==> config.mk <==
export PLATFORM = sky130hd
export DESIGN_NAME = salr_router
export DESIGN_NICKNAME = d
export VERILOG_FILES = /design/src/shared/salr_pkg.sv /design/src/salr_relay_timer.sv /design/src/salr_router.sv
export SDC_FILE = /design/constraint.sdc
export NUM_CORES = 1
export LEC_CHECK = 0
export BUFFER_PORTS_ARGS = -buffer_cell sky130_fd_sc_hd__buf_2
export CORE_MARGIN = 2
export CORE_UTILIZATION = 35
export CTS_CLUSTER_DIAMETER = 80
export DETAILED_ROUTE_END_ITERATION = 16
export SLEW_MARGIN = 10
export SYNTH_ARGS = -nofsm -noshare
export SYNTH_HDL_FRONTEND = slang
export SYNTH_SLANG_ARGS = --single-unit
export TNS_END_PERCENT = 30
==> constraint.sdc <==
create_clock -name mclk -period 37.7 [get_ports mclk]
set_input_delay 7.54 -clock mclk [delete_from_list [all_inputs] [get_ports mclk]]
set_output_delay 7.54 -clock mclk [all_outputs]
set_load 0.01 [all_outputs]
==> src/shared/salr_pkg.sv <==
// Constants and carrier types for the status alarm pin router
//
// Operation
// - Latch-selected status bits except 23, 19, 18 and 3 hold at one until software force-clears them.
// - Status bits not latch-selected follow their condition, threshold bits through the interval snapshot.
// - Force-on sets, force-off clears the matching status bit only.
// - Force-on and force-off registers return to zero once applied.
// - Bits 23..18: results ready, extreme update, dips A/B, polarities A/B.
// - Bits 17..10: hot, cold, fast, slow, line A high/low, line B high/low.
// - Bits 9..4: spikes A/B, power one/two high, current one/two high.
// - Bit 3 crystal, bits 2..1 switches, bit 0 reset flag; 2..0 always latch.
// - Pin level reads input pins and drives output pins.
// - Direction bit one means input, zero means output.
// - An unconnected input pin reads as one through its pull-up.
// - Every pin is an input while reset is applied.
// - Select and address straps are sampled on the fifth clock after reset is released.
// - First select strap low picks SPI; otherwise other straps pick mode.
// - Output pins are active low by default.
// - A set invert bit makes that output pin active high.
// - Routed pin without a switch route bit is on when a status bit and its route bit are set.
// - Other routed status bits set automatically set the switch bit.
// - Switch pins change a programmed sample count after reference crossings.
// - Switch timers add one sample of pipeline latency.
// - Threshold alarms update once per accumulation interval.
`default_nettype none

package salr_pkg;

  localparam int SALR_DW = 24;
  localparam int SALR_AW = 8;
  localparam int SALR_BW = 32;
  localparam int SALR_PIN_N = 11;
  localparam int SALR_ROUTE_N = 5;
  localparam int SALR_DELAY_W = 16;

  // ---------------------------------------------------------------
  // Register offsets
  // ---------------------------------------------------------------
  localparam logic [7:0] OFS_STATUS = 8'h00;
  localparam logic [7:0] OFS_LATCH = 8'h04;
  localparam logic [7:0] OFS_FORCE_ON = 8'h08;
  localparam logic [7:0] OFS_FORCE_OFF = 8'h0c;
  localparam logic [7:0] OFS_LEVEL = 8'h10;
  localparam logic [7:0] OFS_DIR = 8'h14;
  localparam logic [7:0] OFS_INVERT = 8'h18;
  localparam logic [7:0] OFS_ROUTE0 = 8'h1c;
  localparam logic [7:0] OFS_DELAY0 = 8'h30;
  localparam logic [7:0] OFS_STRAP = 8'h40;

  // ---------------------------------------------------------------
  // Status bit layout
  // ---------------------------------------------------------------
  localparam int BIT_POL_A = 19;
  localparam int BIT_POL_B = 18;
  localparam int BIT_SW_ONE = 2;
  localparam int BIT_SW_TWO = 1;
  localparam logic [23:0] LATCHABLE = 24'h73fff0;
  localparam logic [23:0] ALWAYS_LATCH = 24'h000007;
  localparam logic [23:0] THRESH_BITS = 24'h03fcf0;
  localparam logic [23:0] SWITCH_BITS = 24'h000006;
  localparam logic [23:0] STATUS_RST = 24'h000001;

  // ---------------------------------------------------------------
  // Pins and reset values
  // ---------------------------------------------------------------
  localparam logic [23:0] PIN_MASK = 24'h0007ff;
  localparam logic [23:0] DIR_RST = 24'h0007ff;
  localparam logic [23:0] LEVEL_RST = 24'h0007ff;
  localparam int ROUTE_PIN [SALR_ROUTE_N] = '{0, 4, 6, 7, 10};
  localparam int PIN_SEL0 = 8;
  localparam int PIN_SEL1 = 9;
  localparam int PIN_ADR0 = 1;
  localparam int PIN_ADR1 = 6;
  localparam logic [2:0] STRAP_WAIT = 3'h4;

  // ---------------------------------------------------------------
  // Timing
  // ---------------------------------------------------------------
  localparam int CLK_PERIOD_NS = 100;
  localparam int SAMPLE_NS = 250000;
  localparam int SAMPLE_CYCLES = SAMPLE_NS / CLK_PERIOD_NS;
  localparam int DIV_W = 12;

  typedef enum logic [1:0] {SALR_HOST_SPI, SALR_HOST_UART, SALR_HOST_I2C} salr_host_type;
  typedef enum logic [1:0] {RLY_IDLE, RLY_WAIT, RLY_COUNT} salr_relay_state_type;

  typedef struct packed {
    logic wr;
    logic rd;
    logic [SALR_AW-1:0] addr;
    logic [SALR_BW-1:0] wdata;
  } salr_req_type;

  typedef struct packed {
    logic [SALR_PIN_N-1:0] out;
    logic [SALR_PIN_N-1:0] oe;
  } salr_pin_drive_type;

endpackage : salr_pkg

`default_nettype wire

==> src/salr_relay_timer.sv <==
// Zero-crossing aligned delay timer for one switch output
`default_nettype none

module salr_relay_timer
  import salr_pkg::*;
#(
  parameter int DELAY_W = SALR_DELAY_W
) (
  input wire logic mclk,
  input wire logic reset,
  input wire logic sample_tick,
  input wire logic ref_level,
  input wire logic request,
  input wire logic [DELAY_W-1:0] on_delay,
  input wire logic [DELAY_W-1:0] off_delay,
  output logic drive
);

  typedef struct packed {
    salr_relay_state_type st;
    logic [DELAY_W-1:0] cnt;
    logic ref_prev;
    logic drive;
  } salr_timer_state_type;

  salr_timer_state_type r;
  salr_timer_state_type n;
  logic rise;
  logic fall;

  assign rise = sample_tick & ref_level & ~r.ref_prev;
  assign fall = sample_tick & ~ref_level & r.ref_prev;
  assign drive = r.drive;

  always_comb begin
    n = r;
    if (sample_tick) begin
      n.ref_prev = ref_level;
    end
    case (r.st)
      RLY_IDLE: begin
        if (request != r.drive) begin
          n.st = RLY_WAIT;
        end
      end
      RLY_WAIT: begin
        if (request == r.drive) begin
          n.st = RLY_IDLE;
        end else if (request ? rise : fall) begin
          n.cnt = request ? on_delay : off_delay;
          n.st = RLY_COUNT;
        end
      end
      RLY_COUNT: begin
        if (request == r.drive) begin
          n.st = RLY_IDLE;
        end else if (sample_tick) begin
          if (r.cnt == '0) begin
            n.drive = request;
            n.st = RLY_IDLE;
          end else begin
            n.cnt = r.cnt - 1'b1;
          end
        end
      end
      default: begin
        n.st = RLY_IDLE;
      end
    endcase
  end

  always_ff @(posedge mclk or posedge reset) begin
    if (reset) begin
      r <= '{st: RLY_IDLE, cnt: '0, ref_prev: 1'b0, drive: 1'b0};
    end else begin
      r <= n;
    end
  end
endmodule : salr_relay_timer

`default_nettype wire

==> src/salr_router.sv <==
// Status word, pin port, pin routing and switch timing
`default_nettype none

module salr_router
  import salr_pkg::*;
(
  input wire logic mclk,
  input wire logic reset,
  input wire salr_req_type req,
  output logic [SALR_BW-1:0] rdata,
  input wire logic [SALR_DW-1:0] cond,
  input wire logic interval_tick,
  input wire logic [SALR_PIN_N-1:0] pin_in,
  output salr_pin_drive_type pin_drv,
  output salr_host_type host_mode,
  output logic [1:0] host_addr,
  output logic strap_valid
);

  typedef struct packed {
    logic [SALR_DW-1:0] status;
    logic [SALR_DW-1:0] latch;
    logic [SALR_DW-1:0] fset;
    logic [SALR_DW-1:0] fclr;
    logic [SALR_DW-1:0] level;
    logic [SALR_DW-1:0] dir;
    logic [SALR_DW-1:0] invert;
    logic [SALR_ROUTE_N-1:0][SALR_DW-1:0] route;
    logic [3:0][SALR_DELAY_W-1:0] dly;
    logic [SALR_DW-1:0] thr;
    logic [SALR_PIN_N-1:0] s1;
    logic [SALR_PIN_N-1:0] s2;
    logic [SALR_PIN_N-1:0] s3;
    logic [SALR_PIN_N-1:0] pin_val;
    logic [SALR_PIN_N-1:0] pin_out;
    logic [SALR_PIN_N-1:0] pin_oe;
    logic [DIV_W-1:0] div;
    logic [2:0] strap_cnt;
    logic strap_done;
    salr_host_type host;
    logic [1:0] addr;
    logic [SALR_BW-1:0] rdata;
  } salr_state_type;

  salr_state_type r;
  salr_state_type n;

  logic sample_tick;
  logic [SALR_DW-1:0] lat_eff;
  logic [SALR_DW-1:0] cond_eff;
  logic [SALR_DW-1:0] fon;
  logic [SALR_DW-1:0] auto_set;
  logic [SALR_DW-1:0] level_rd;
  logic [SALR_DW-1:0] hold_v;
  logic [SALR_PIN_N-1:0] pin_on;
  logic [1:0] sw_drive;

  // ---------------------------------------------------------------
  // Status word
  // ---------------------------------------------------------------
  assign lat_eff = (r.latch & LATCHABLE) | ALWAYS_LATCH;
  assign fon = r.fset & ~r.fclr;
  assign hold_v = r.status & lat_eff & ~r.fclr;

  // Threshold alarms come from the interval snapshot, switch bits from routing
  assign cond_eff = (cond & ~THRESH_BITS & ~ALWAYS_LATCH) | r.thr | auto_set;

  // Level based: clear the routed alarm before its switch bit, or it sets again
  always_comb begin
    auto_set = '0;
    for (int m = 0; m < SALR_ROUTE_N; m++) begin
      if ((r.route[m] & SWITCH_BITS) != '0 &&
          (r.route[m] & r.status & ~SWITCH_BITS) != '0) begin
        auto_set = auto_set | (r.route[m] & SWITCH_BITS);
      end
    end
  end

  // ---------------------------------------------------------------
  // Pin routing
  // ---------------------------------------------------------------
  always_comb begin
    pin_on = ~r.level[SALR_PIN_N-1:0];
    for (int m = 0; m < SALR_ROUTE_N; m++) begin
      if (r.route[m][BIT_SW_ONE]) begin
        pin_on[ROUTE_PIN[m]] = sw_drive[0];
      end else if (r.route[m][BIT_SW_TWO]) begin
        pin_on[ROUTE_PIN[m]] = sw_drive[1];
      end else if (r.route[m] != '0) begin
        pin_on[ROUTE_PIN[m]] = |(r.status & r.route[m]);
      end
    end
  end

  // Input pins show the filtered pin, output pins the written level
  assign level_rd = ((PIN_MASK & {13'h0, r.pin_val} & r.dir) |
                     (r.level & ~r.dir)) & PIN_MASK;

  assign sample_tick = (r.div == DIV_W'(SAMPLE_CYCLES - 1));

  // ---------------------------------------------------------------
  // Switch timers
  // ---------------------------------------------------------------
  for (genvar g = 0; g < 2; g++) begin : g_sw
    salr_relay_timer #(
      .DELAY_W(SALR_DELAY_W)
    ) u_timer (
      .mclk(mclk),
      .reset(reset),
      .sample_tick(sample_tick),
      .ref_level(cond[g == 0 ? BIT_POL_A : BIT_POL_B]),
      .request(r.status[g == 0 ? BIT_SW_ONE : BIT_SW_TWO]),
      .on_delay(r.dly[2 * g]),
      .off_delay(r.dly[2 * g + 1]),
      .drive(sw_drive[g])
    );
  end

  // ---------------------------------------------------------------
  // Next state
  // ---------------------------------------------------------------
  always_comb begin
    n = r;
    n.s1 = pin_in;
    n.s2 = r.s1;
    n.s3 = r.s2;
    // A pin change counts once two stages agree
    n.pin_val = (r.s2 & r.s3) | (r.pin_val & (r.s2 | r.s3));
    n.div = sample_tick ? '0 : r.div + 1'b1;
    if (interval_tick) begin
      n.thr = cond & THRESH_BITS;
    end
    // Hardware sets after force clear so a fresh event is kept
    n.status = (((r.status | r.fset) & ~r.fclr) & lat_eff)
               | cond_eff
               | (fon & ~lat_eff);
    n.fset = '0;
    n.fclr = '0;
    n.pin_out = ~(pin_on ^ r.invert[SALR_PIN_N-1:0]);
    n.pin_oe = ~r.dir[SALR_PIN_N-1:0];
    n.rdata = '0;

    if (req.wr) begin
      case (req.addr)
        OFS_LATCH: begin
          n.latch = req.wdata[SALR_DW-1:0];
        end
        OFS_FORCE_ON: begin
          n.fset = req.wdata[SALR_DW-1:0];
        end
        OFS_FORCE_OFF: begin
          n.fclr = req.wdata[SALR_DW-1:0];
        end
        OFS_LEVEL: begin
          n.level = req.wdata[SALR_DW-1:0] & PIN_MASK;
        end
        OFS_DIR: begin
          n.dir = req.wdata[SALR_DW-1:0] & PIN_MASK;
        end
        OFS_INVERT: begin
          n.invert = req.wdata[SALR_DW-1:0] & PIN_MASK;
        end
        default: begin
          for (int m = 0; m < SALR_ROUTE_N; m++) begin
            if (req.addr == OFS_ROUTE0 + 8'(4 * m)) begin
              n.route[m] = req.wdata[SALR_DW-1:0];
            end
          end
          for (int i = 0; i < 4; i++) begin
            if (req.addr == OFS_DELAY0 + 8'(4 * i)) begin
              n.dly[i] = req.wdata[SALR_DELAY_W-1:0];
            end
          end
        end
      endcase
    end

    if (req.rd) begin
      case (req.addr)
        OFS_STATUS: begin
          n.rdata = {8'h00, r.status};
        end
        OFS_LATCH: begin
          n.rdata = {8'h00, r.latch};
        end
        OFS_FORCE_ON: begin
          n.rdata = {8'h00, r.fset};
        end
        OFS_FORCE_OFF: begin
          n.rdata = {8'h00, r.fclr};
        end
        OFS_LEVEL: begin
          n.rdata = {8'h00, level_rd};
        end
        OFS_DIR: begin
          n.rdata = {8'h00, r.dir};
        end
        OFS_INVERT: begin
          n.rdata = {8'h00, r.invert};
        end
        OFS_STRAP: begin
          n.rdata = {27'h0, r.strap_done, r.host, r.addr};
        end
        default: begin
          for (int m = 0; m < SALR_ROUTE_N; m++) begin
            if (req.addr == OFS_ROUTE0 + 8'(4 * m)) begin
              n.rdata = {8'h00, r.route[m]};
            end
          end
          for (int i = 0; i < 4; i++) begin
            if (req.addr == OFS_DELAY0 + 8'(4 * i)) begin
              n.rdata = {16'h0000, r.dly[i]};
            end
          end
        end
      endcase
    end

    // Straps are taken once the synchroniser has seen the released pins
    if (!r.strap_done) begin
      if (r.strap_cnt == STRAP_WAIT) begin
        n.strap_done = 1'b1;
        if (!r.pin_val[PIN_SEL0]) begin
          n.host = SALR_HOST_SPI;
          n.addr = 2'h0;
        end else begin
          n.host = r.pin_val[PIN_SEL1] ? SALR_HOST_I2C : SALR_HOST_UART;
          n.addr = {r.pin_val[PIN_ADR1], r.pin_val[PIN_ADR0]};
        end
      end else begin
        n.strap_cnt = r.strap_cnt + 1'b1;
      end
    end
  end

  always_ff @(posedge mclk or posedge reset) begin
    if (reset) begin
      r <= '0;
      r.status <= STATUS_RST;
      r.dir <= DIR_RST;
      r.level <= LEVEL_RST;
      r.s1 <= '1;
      r.s2 <= '1;
      r.s3 <= '1;
      r.pin_val <= '1;
      r.pin_out <= '1;
      r.host <= SALR_HOST_SPI;
    end else begin
      r <= n;
    end
  end

  assign rdata = r.rdata;
  assign pin_drv = '{out: r.pin_out, oe: r.pin_oe};
  assign host_mode = r.host;
  assign host_addr = r.addr;
  assign strap_valid = r.strap_done;
endmodule : salr_router

`default_nettype wire

; After elaboration in Yosys (flattened, before gate mapping)
; Index checks and enable logic that the tools add are counted.
; W data, S select, Z words.
[totals]
register_bits = 483
output_inout_bits = 59
elab_cells = 266
[classes]
addsub = 4
eq_ne = 44
muxes = 78
n_bitwise = 49
n_reduce_logical = 54
[op_table]
columns = cell, count
row1 = $reduce_bool A24 Y1, 15
row2 = $mux W304, 1
row3 = $mux W24, 12
row4 = $mux W32, 9
row5 = $pmux W32 S8, 1
row6 = $and A24 B24 Y24, 8
row7 = $mux W16, 12
row8 = $mux W184, 1
row9 = $reduce_or A24 Y1, 5
row10 = $or A24 B24 Y24, 4
row11 = $mux W18, 4
row12 = $or A24 B3 Y24, 3
row13 = $eq A8 B6 Y1 const B, 8
row14 = $pmux W16 S2, 2
row15 = $and A11 B11 Y11, 4
row16 = $not A11 Y11, 4
row17 = $mux W11, 3
row18 = $or A11 B11 Y11, 3
row19 = $eq A8 B5 Y1 const B, 4
row20 = $logic_not A16 Y1, 2
row21 = $sub A16 B1 Y16 const B, 2
row22 = $reduce_and A3 Y1, 9
row23 = $and A24 B23 Y24, 1
row24 = $not A23 Y24, 1
row25 = 36 further kinds, 111

; Logic depth before layout (Yosys ltp)
; Gate-level depths: netlist of the first run.
[logic_depth]
word_depth = 15
mapped_depth = 10
ltp_nobuf = 8

; By module
; A second synthesis of the first run with hierarchy kept.
[hier_totals]
cells_unflattened = 2001
hier_area_um2 = 23261.1
[modules_own_cells]
columns = mod, instances, cells_per_inst, area_per_inst_um2, seq_area_each_um2
row1 = salr_router, 1, 1659, 20185.6, 10983.0
row2 = salr_relay_timer, 2, 171, 1537.7, 500.5

; Worst setup path before layout of the first run
; Ideal clock, no wire load.
[synth_path]
kind = input to register
start = input port req[36] (netlist name)
end = register r[263] (netlist name)
setup_ns = 0.128
t_arrival_ns = 9.360
slack_ns = 28.212
cell_stages = 7
path_buffers = 4
cell_sequence = buf_2 > or4b_1 > clkbuf_1 > clkbuf_1 > nor2_2 > buf_2 > mux2_1
[synth_via]
elab_chain_len = 4
[synth_lines]
columns = element, line
row1 = from (decl), salr_router.sv:9  ; input wire salr_req_type req,
row2 = $eq A8 B5 Y1 (tied with other cells), salr_router.sv:144  ; case (req.addr)
row3 = $reduce_or A6 Y1 (no source line), n/a
row4 = $not A1 Y1 (no source line), n/a
row5 = $reduce_and A3 Y1 (no source line) (*), n/a
row6 = to (signal assigned), salr_router.sv:249  ; r <= n;
row7 = to (decl), salr_router.sv:45  ; salr_state_type r;
; Mark *: on every way between the ends. The rest lies on a longest branch, timed or not.
; A chain may end at the register's enable or synchronous reset.

==> impl_metrics.py, run 1 <==
metrics = {
    "power": {
        "powerDensity_mw_per_mm2": 47.6,
        "p_seq_share_pct": 46.3,
        "power_w": 0.00123,
        "p_comb_share_pct": 8.8,
        "p_sw_share_pct": 25.9,
        "p_switching_w": 0.000318,
        "p_int_w": 0.000910,
        "clockPowerShare_pct": 45.0,
        "ir_worst_vdd_mv": 0.0347,
        "p_leak_nw": 11.5,
    },
    "sta": {
        "finalCritPeriodShare_pct": 30.1,
        "setup_tns_ns": 0,
        "fin_worst_skew_ns": 0.0202,
        "finalSetupViolations": 0,
        "holdWs_ns": 0.355,
        "drv_slew": 0,
        "setup_ws_ns": 26.36,
        "relSlewSlack_pct": 21.8,
        "grt_setup_unrepaired": "false",
        "min_period_ns": 11.34,
        "finalHoldViolations": 0,
        "fmax_mhz": 88.2,
        "max_slew.worst_pin.slew_ns": 1.14,
    },
    "place": {
        "dp_hpwl_mm": 54.8,
        "portBuffers": 119,
        "place_ws_ns": 25.99,
        "gp_congestion": 0.940,
    },
    "clock_network": {
        "cts_resized": 0,
        "cts_setup_buffers": 0,
        "cts.sink_count": 475,
        "tritoncts": "yes",
        "cts_inserted_buffers": 52,
        "htreeDepth": 2,
        "clk_pin_slew_ns": 0.06,
        "clock-root-buffer": "clkbuf_16",
        "clk_path_buf_depth": 3,
        "hold_buffers": 0,
        "clk_latency_ns": 0.62,
    },
    "synth": {
        "synthFlopType": "dfrtp_1",
        "avgSynthCellArea_sq_um": 11.3,
        "syn_area_sq_mm": 0.0229,
        "synth_cell_types": 86,
        "yosysMostFrequentCell": "dfrtp_1",
        "synth_common_cells": "397 x dfrtp_1, 214 x mux2_2, 122 x nand2_1, 118 x nor2_1, 115 x a21oi_1",
        "yosys.area.top_type": "dfrtp_1",
        "syn_inst": 2026,
        "yosys-top-cells-area": "dfrtp_1 43%, mux2_2 11%, dfstp_2 9.0%, a21oi_1 2.5%, mux2_1 2.5%",
        "synth_seq_cells": 475,
        "ys_seq_area_share_pct": 52.4,
        "yosysWarnings": 0,
        "synthArstFlopShare_pct": 100,
        "synth_top_area_share_pct": 43.5,
        "synth-edff-count": 0,
    },
    "floorplanning": {
        "start_util_pct": 35.5,
        "rows": 93,
        "ioPinCount": 139,
        "fp.dieW_microns": 260,
        "die_height_microns": 260,
        "dieArea_sq_mm": 0.0674,
        "core_sq_mm": 0.0645,
    },
    "routing": {
        "routed_wirelength_mm": 77.9,
        "dr.pass1.iters": 5,
        "vias": 17400,
        "via_per_inst": 5.87,
        "drt_iter0_drc": 1997,
        "drtAntennaViolNets": 0,
        "wire_per_inst_microns": 26.3,
        "route.detailed.drc": 0,
    },
    "global_routing": {
        "grt_pass1_wl_mm": 116,
        "grt-busiest-layer": "met2",
        "grt_usage_pct": 23.0,
        "antenna_found_initial": 4,
        "met3_usage_pct": 3.38,
        "grt_pass1_vias": 17300,
        "met2_usage_pct": 35.8,
        "grt_max_degree": 166,
        "grt-ovfl-total": 0,
        "use_met1_pct": 31.1,
    },
    "setup_path": {
        "crit_type": "input pin to flop",
        "crit_fanout": 41,
        "arrival_ns": 11.74,
        "end_kind": "flop",
        "required_ns": 38.10,
        "start_kind": "input pin",
    },
    "worst_hold_path": {
        "hp-class": "flop to flop",
    },
    "final_layout": {
        "postLayoutCoreUtil_pct": 40.0,
        "syn_to_final_growth_pct": 12.8,
        "nNetsFinal": 2144,
        "drive_above_1_share_pct": 26.8,
    },
    "flow_run": {
        "maxCapViolations": 0,
    },
    "status": {
        "status": "finished clean",
    },
}
-- path summary, 6_finish.rpt --
kind	from	to	slack [ns]	cells after the start
worst max-delay path	req[34]	rdata[9]	26.36	9
worst min-delay path	n[99]	n[88]	0.36	0
worst max register to register	g_sw[1].u_timer.r[2]	g_sw[1].u_timer.r[10]	34.59	8
worst min register to register	n[99]	n[88]	0.36	0
max in group asynchronous	reset	rdata[5]	28.56	4
min in group asynchronous	reset	lat_eff[4]	7.08	2
-- logic make-up after synthesis --
| logic type | Yosys count | synth area share, % |
|---|---|---|
| flops | 475 | 52.4 |
| buf+inv | 218 | 4.82 |
| fa+ha+maj | 16 | 0.755 |
| xor+xnor | 24 | 0.920 |
| other cells | 1 | 0.0164 |
| mux | 317 | 15.5 |
| simple gates | 473 | 10.6 |
| compound gates | 502 | 15.0 |
-- power by group through the flow --
stage / Sequential (W) / Clock [W] / Combinational (W)
after floorplan: 0.000560 / 0 / 0.0000760
after global placement: 0.000576 / 0 / 0.000106
after detailed placement: 0.000576 / 0 / 0.000107
after CTS: 0.000567 / 0.000563 / 0.000108
after global routing: 0.000570 / 0.000584 / 0.000116
final: 0.000568 / 0.000552 / 0.000108
-- layer usage --
metal  vias up  routed length (microns)  part of all wire (%)
li1       7469                        -                     -
met1      8873                    32900                    42
met2       779                    35000                    45
met3       242                     5370                   6.9
met4         2                     4620                   5.9
met5         -                       12                 0.015
-- state kept, by name (all words and copies together), names as in the netlist --
register	count
g_sw.u_timer.drive	2
g_sw.u_timer.r	38
host_addr	2
host_mode	2
lat_eff	17
n	22
pin_drv	22
r	345
rdata	24
strap_valid	1
-- critical path: stages --
cell and delay [ns]:
buf_2 0.66, buf_4 0.61, nand2b_1 0.57, nor2_1 0.38
buf_4 0.34, a21oi_1 0.10, o21ai_0 0.39, a221oi_1 0.20
a2111oi_1 0.85
-- placed cells by master, fill, tap and decap left out, types with 35 or more instances in the layout --
cell type,synthesis,final
clkbuf_16,0,55
buf_2,29,118
mux2i_1,49,49
o21ai_0,86,86
a22o_1,35,35
and2_1,49,49
inv_1,39,38
a22oi_1,51,51
dfstp_2,78,78
mux2_2,214,214
mux2_1,51,51
a21oi_1,115,115
nor2_1,118,110
dfrtp_1,397,397
nand2_1,122,122
a221oi_1,41,41
-- layout make-up --
class / instances / area, sq um
Inverter: 39 / 154
Clock inverter: 24 / 350
Fill cell: 6238 / 38700
Sequential cell: 475 / 12000
Timing Repair Buffer: 151 / 851
Tap cell: 855 / 1070
Antenna cell: 1 / 2.50
Clock buffer: 73 / 1510
Multi-Input combinational cell: 1340 / 9850
-- stage by stage --
stage / instances / area, sq um
floorplan: 2033 / 22900
global placement: 2860 / 23900
detailed placement: 2860 / 23900
CTS: 2957 / 25800
global route: 2957 / 25800
finish: 2958 / 25800
(Power assumes the default switching activity.)
==> run 2: changes to the inputs <==
==> constraint.sdc (replaced) <==
create_clock -name mclk -period 10.4 [get_ports mclk]
set_input_delay 2.08 -clock mclk [delete_from_list [all_inputs] [get_ports mclk]]
set_output_delay 2.08 -clock mclk [all_outputs]
set_load 0.01 [all_outputs]
==> run 2 against run 1 <==
Net effect:
- via count is 0.54% higher
- worst hold slack worse by 0.00071 ns
- sequential share of layout area hardly changed
- sequential cell count stayed put
- setup slack worse by 22 ns
- critical path type unchanged
- largest cell class unchanged
==> impl_metrics.py, run 2 (same netlist as run 1, synthesis figures left out) <==
metrics = {
    "status": {
        "status": "finished clean",
    },
    "final_layout": {
        "largest_register_ffs": 345,
        "drive_above_1_share_pct": 27.3,
        "mostFrequentLayoutCells": "397 x dfrtp_1, 214 x mux2_2, 122 x nand2_1, 118 x buf_2, 115 x a21oi_1",
        "syn_to_final_growth_pct": 12.8,
        "final_common_cell": "dfrtp_1",
        "nNetsFinal": 2145,
        "postLayoutCoreUtil_pct": 40.0,
        "regMostFlops": "r",
    },
    "setup_path": {
        "critical_path.startpoint": "req[34]",
        "start_kind": "input pin",
        "crit_chain": "buf_2 > buf_4 > nand2_1 > nor2_2 > buf_4 > nand2_1 > nor2_2 > buf_4 > mux2_2",
        "arrival_ns": 6.11,
        "cp_common_cell": "buf_4",
        "crit_buf_inv": 4,
        "r2r-start": "g_sw[1].u_timer.r[2]",
        "crit_path_max_incr_delay_ns": 0.66,
        "critical_path.top_delay_family": "buffers and inverters",
        "required_ns": 10.91,
        "slowest_stage": "buf_4",
        "crit_type": "input pin to flop",
        "crit_fanout": 49,
        "end_kind": "flop",
    },
    "global_routing": {
        "met2_usage_pct": 36.6,
        "grt_usage_pct": 23.1,
        "antenna_found_initial": 3,
        "grt_pass1_vias": 17500,
        "grt_max_degree": 175,
        "grt-busiest-layer": "met2",
        "grt_pass1_wl_mm": 117,
        "met3_usage_pct": 3.83,
        "grt-ovfl-total": 0,
        "use_met1_pct": 31.3,
    },
    "sta": {
        "drv_slew": 0,
        "max_slew.worst_pin.slew_ns": 1.19,
        "finalHoldViolations": 0,
        "fin_worst_skew_ns": 0.0322,
        "finalCritPeriodShare_pct": 53.9,
        "relSlewSlack_pct": 18.8,
        "grt_setup_unrepaired": "false",
        "finalSetupViolations": 0,
        "setup_tns_ns": 0,
        "setup_ws_ns": 4.79,
        "holdWs_ns": 0.355,
        "fmax_mhz": 178,
        "min_period_ns": 5.61,
    },
    "power": {
        "p_switching_w": 0.00117,
        "p_int_w": 0.00328,
        "p_comb_share_pct": 9.1,
        "powerDensity_mw_per_mm2": 173,
        "clockPowerShare_pct": 44.9,
        "p_seq_share_pct": 46.1,
        "power_w": 0.00445,
        "ir_worst_vdd_mv": 0.108,
        "p_leak_nw": 11.5,
        "p_sw_share_pct": 26.3,
    },
    "place": {
        "portBuffers": 119,
        "gp_congestion": 0.929,
        "place_ws_ns": 4.27,
        "dp_hpwl_mm": 54.4,
    },
    "clock_network": {
        "cts_setup_buffers": 0,
        "cts_inserted_buffers": 53,
        "clock-root-buffer": "clkbuf_16",
        "cts_resized": 0,
        "clk_pin_slew_ns": 0.06,
        "cts.sink_count": 475,
        "clk_latency_ns": 0.63,
        "htreeDepth": 2,
        "clk_path_buf_depth": 3,
        "tritoncts": "yes",
        "hold_buffers": 0,
    },
    "worst_hold_path": {
        "hp-class": "flop to flop",
        "hp-start": "n[104]",
    },
    "floorplanning": {
        "die_height_microns": 260,
        "core_sq_mm": 0.0645,
        "rows": 93,
        "start_util_pct": 35.5,
        "dieArea_sq_mm": 0.0674,
        "fp.dieW_microns": 260,
        "ioPinCount": 139,
    },
    "routing": {
        "drtAntennaViolNets": 0,
        "dr.pass1.iters": 5,
        "via_per_inst": 5.90,
        "drt_iter0_drc": 1889,
        "routed_wirelength_mm": 77.9,
        "route.detailed.drc": 0,
        "vias": 17500,
        "wire_per_inst_microns": 26.3,
    },
    "flow_run": {
        "maxCapViolations": 0,
    },
}
## run 2: worst register-to-register path, delay by kind of cell (launching register included)
family | cells | cell delay (ns)
buf+inv | 1 | 0.09
fa+ha+maj | 1 | 0.22
simple gates | 3 | 1.16
flops | 1 | 0.41
compound gates | 3 | 1.14
## run 2: path summary, 6_finish.rpt
kind	cells past startpoint	end	slack (ns)
setup / recovery	9	r[320]	4.79
hold / removal	0	n[93]	0.35
setup reg to reg	8	g_sw[1].u_timer.r[10]	7.28
hold reg to reg	0	n[93]	0.35
max in group asynchronous	4	r[50]	7.18
min in group asynchronous	3	r[37]	1.64
## run 2: layer usage
metal | vias up | share of wire, %
met1 | 8979 | 42
li1 | 7477 | -
met5 | - | 0.014
met3 | 212 | 7.1
met4 | 2 | 4.4
met2 | 789 | 46
## run 2: stage by stage
step / area, sq um / std cells
after floorplan: 22900 / 2033
after global placement: 23900 / 2860
after detailed placement: 23900 / 2860
after CTS: 25800 / 2959
after global routing: 25800 / 2959
final: 25800 / 2960
## run 2: area by class of cell
cell class / instances / area [sq um]
well taps: 855 / 1070
diodes: 1 / 2.50
multi-input cells: 1340 / 9840
flip-flops and latches: 475 / 12000
fillers: 6213 / 38700
clock inverters: 28 / 297
inverters: 39 / 150
clock buffers: 71 / 1590
repair buffers: 151 / 863
## run 2: power by group through the flow
| stage | combinational, W | sequential, W | clock, W |
|---|---|---|---|
| floorplan | 0.000276 | 0.00203 | 0 |
| global placement | 0.000394 | 0.00208 | 0 |
| detailed placement | 0.000399 | 0.00208 | 0 |
| CTS | 0.000401 | 0.00205 | 0.00203 |
| global route | 0.000432 | 0.00206 | 0.00212 |
| finish | 0.000403 | 0.00205 | 0.00200 |
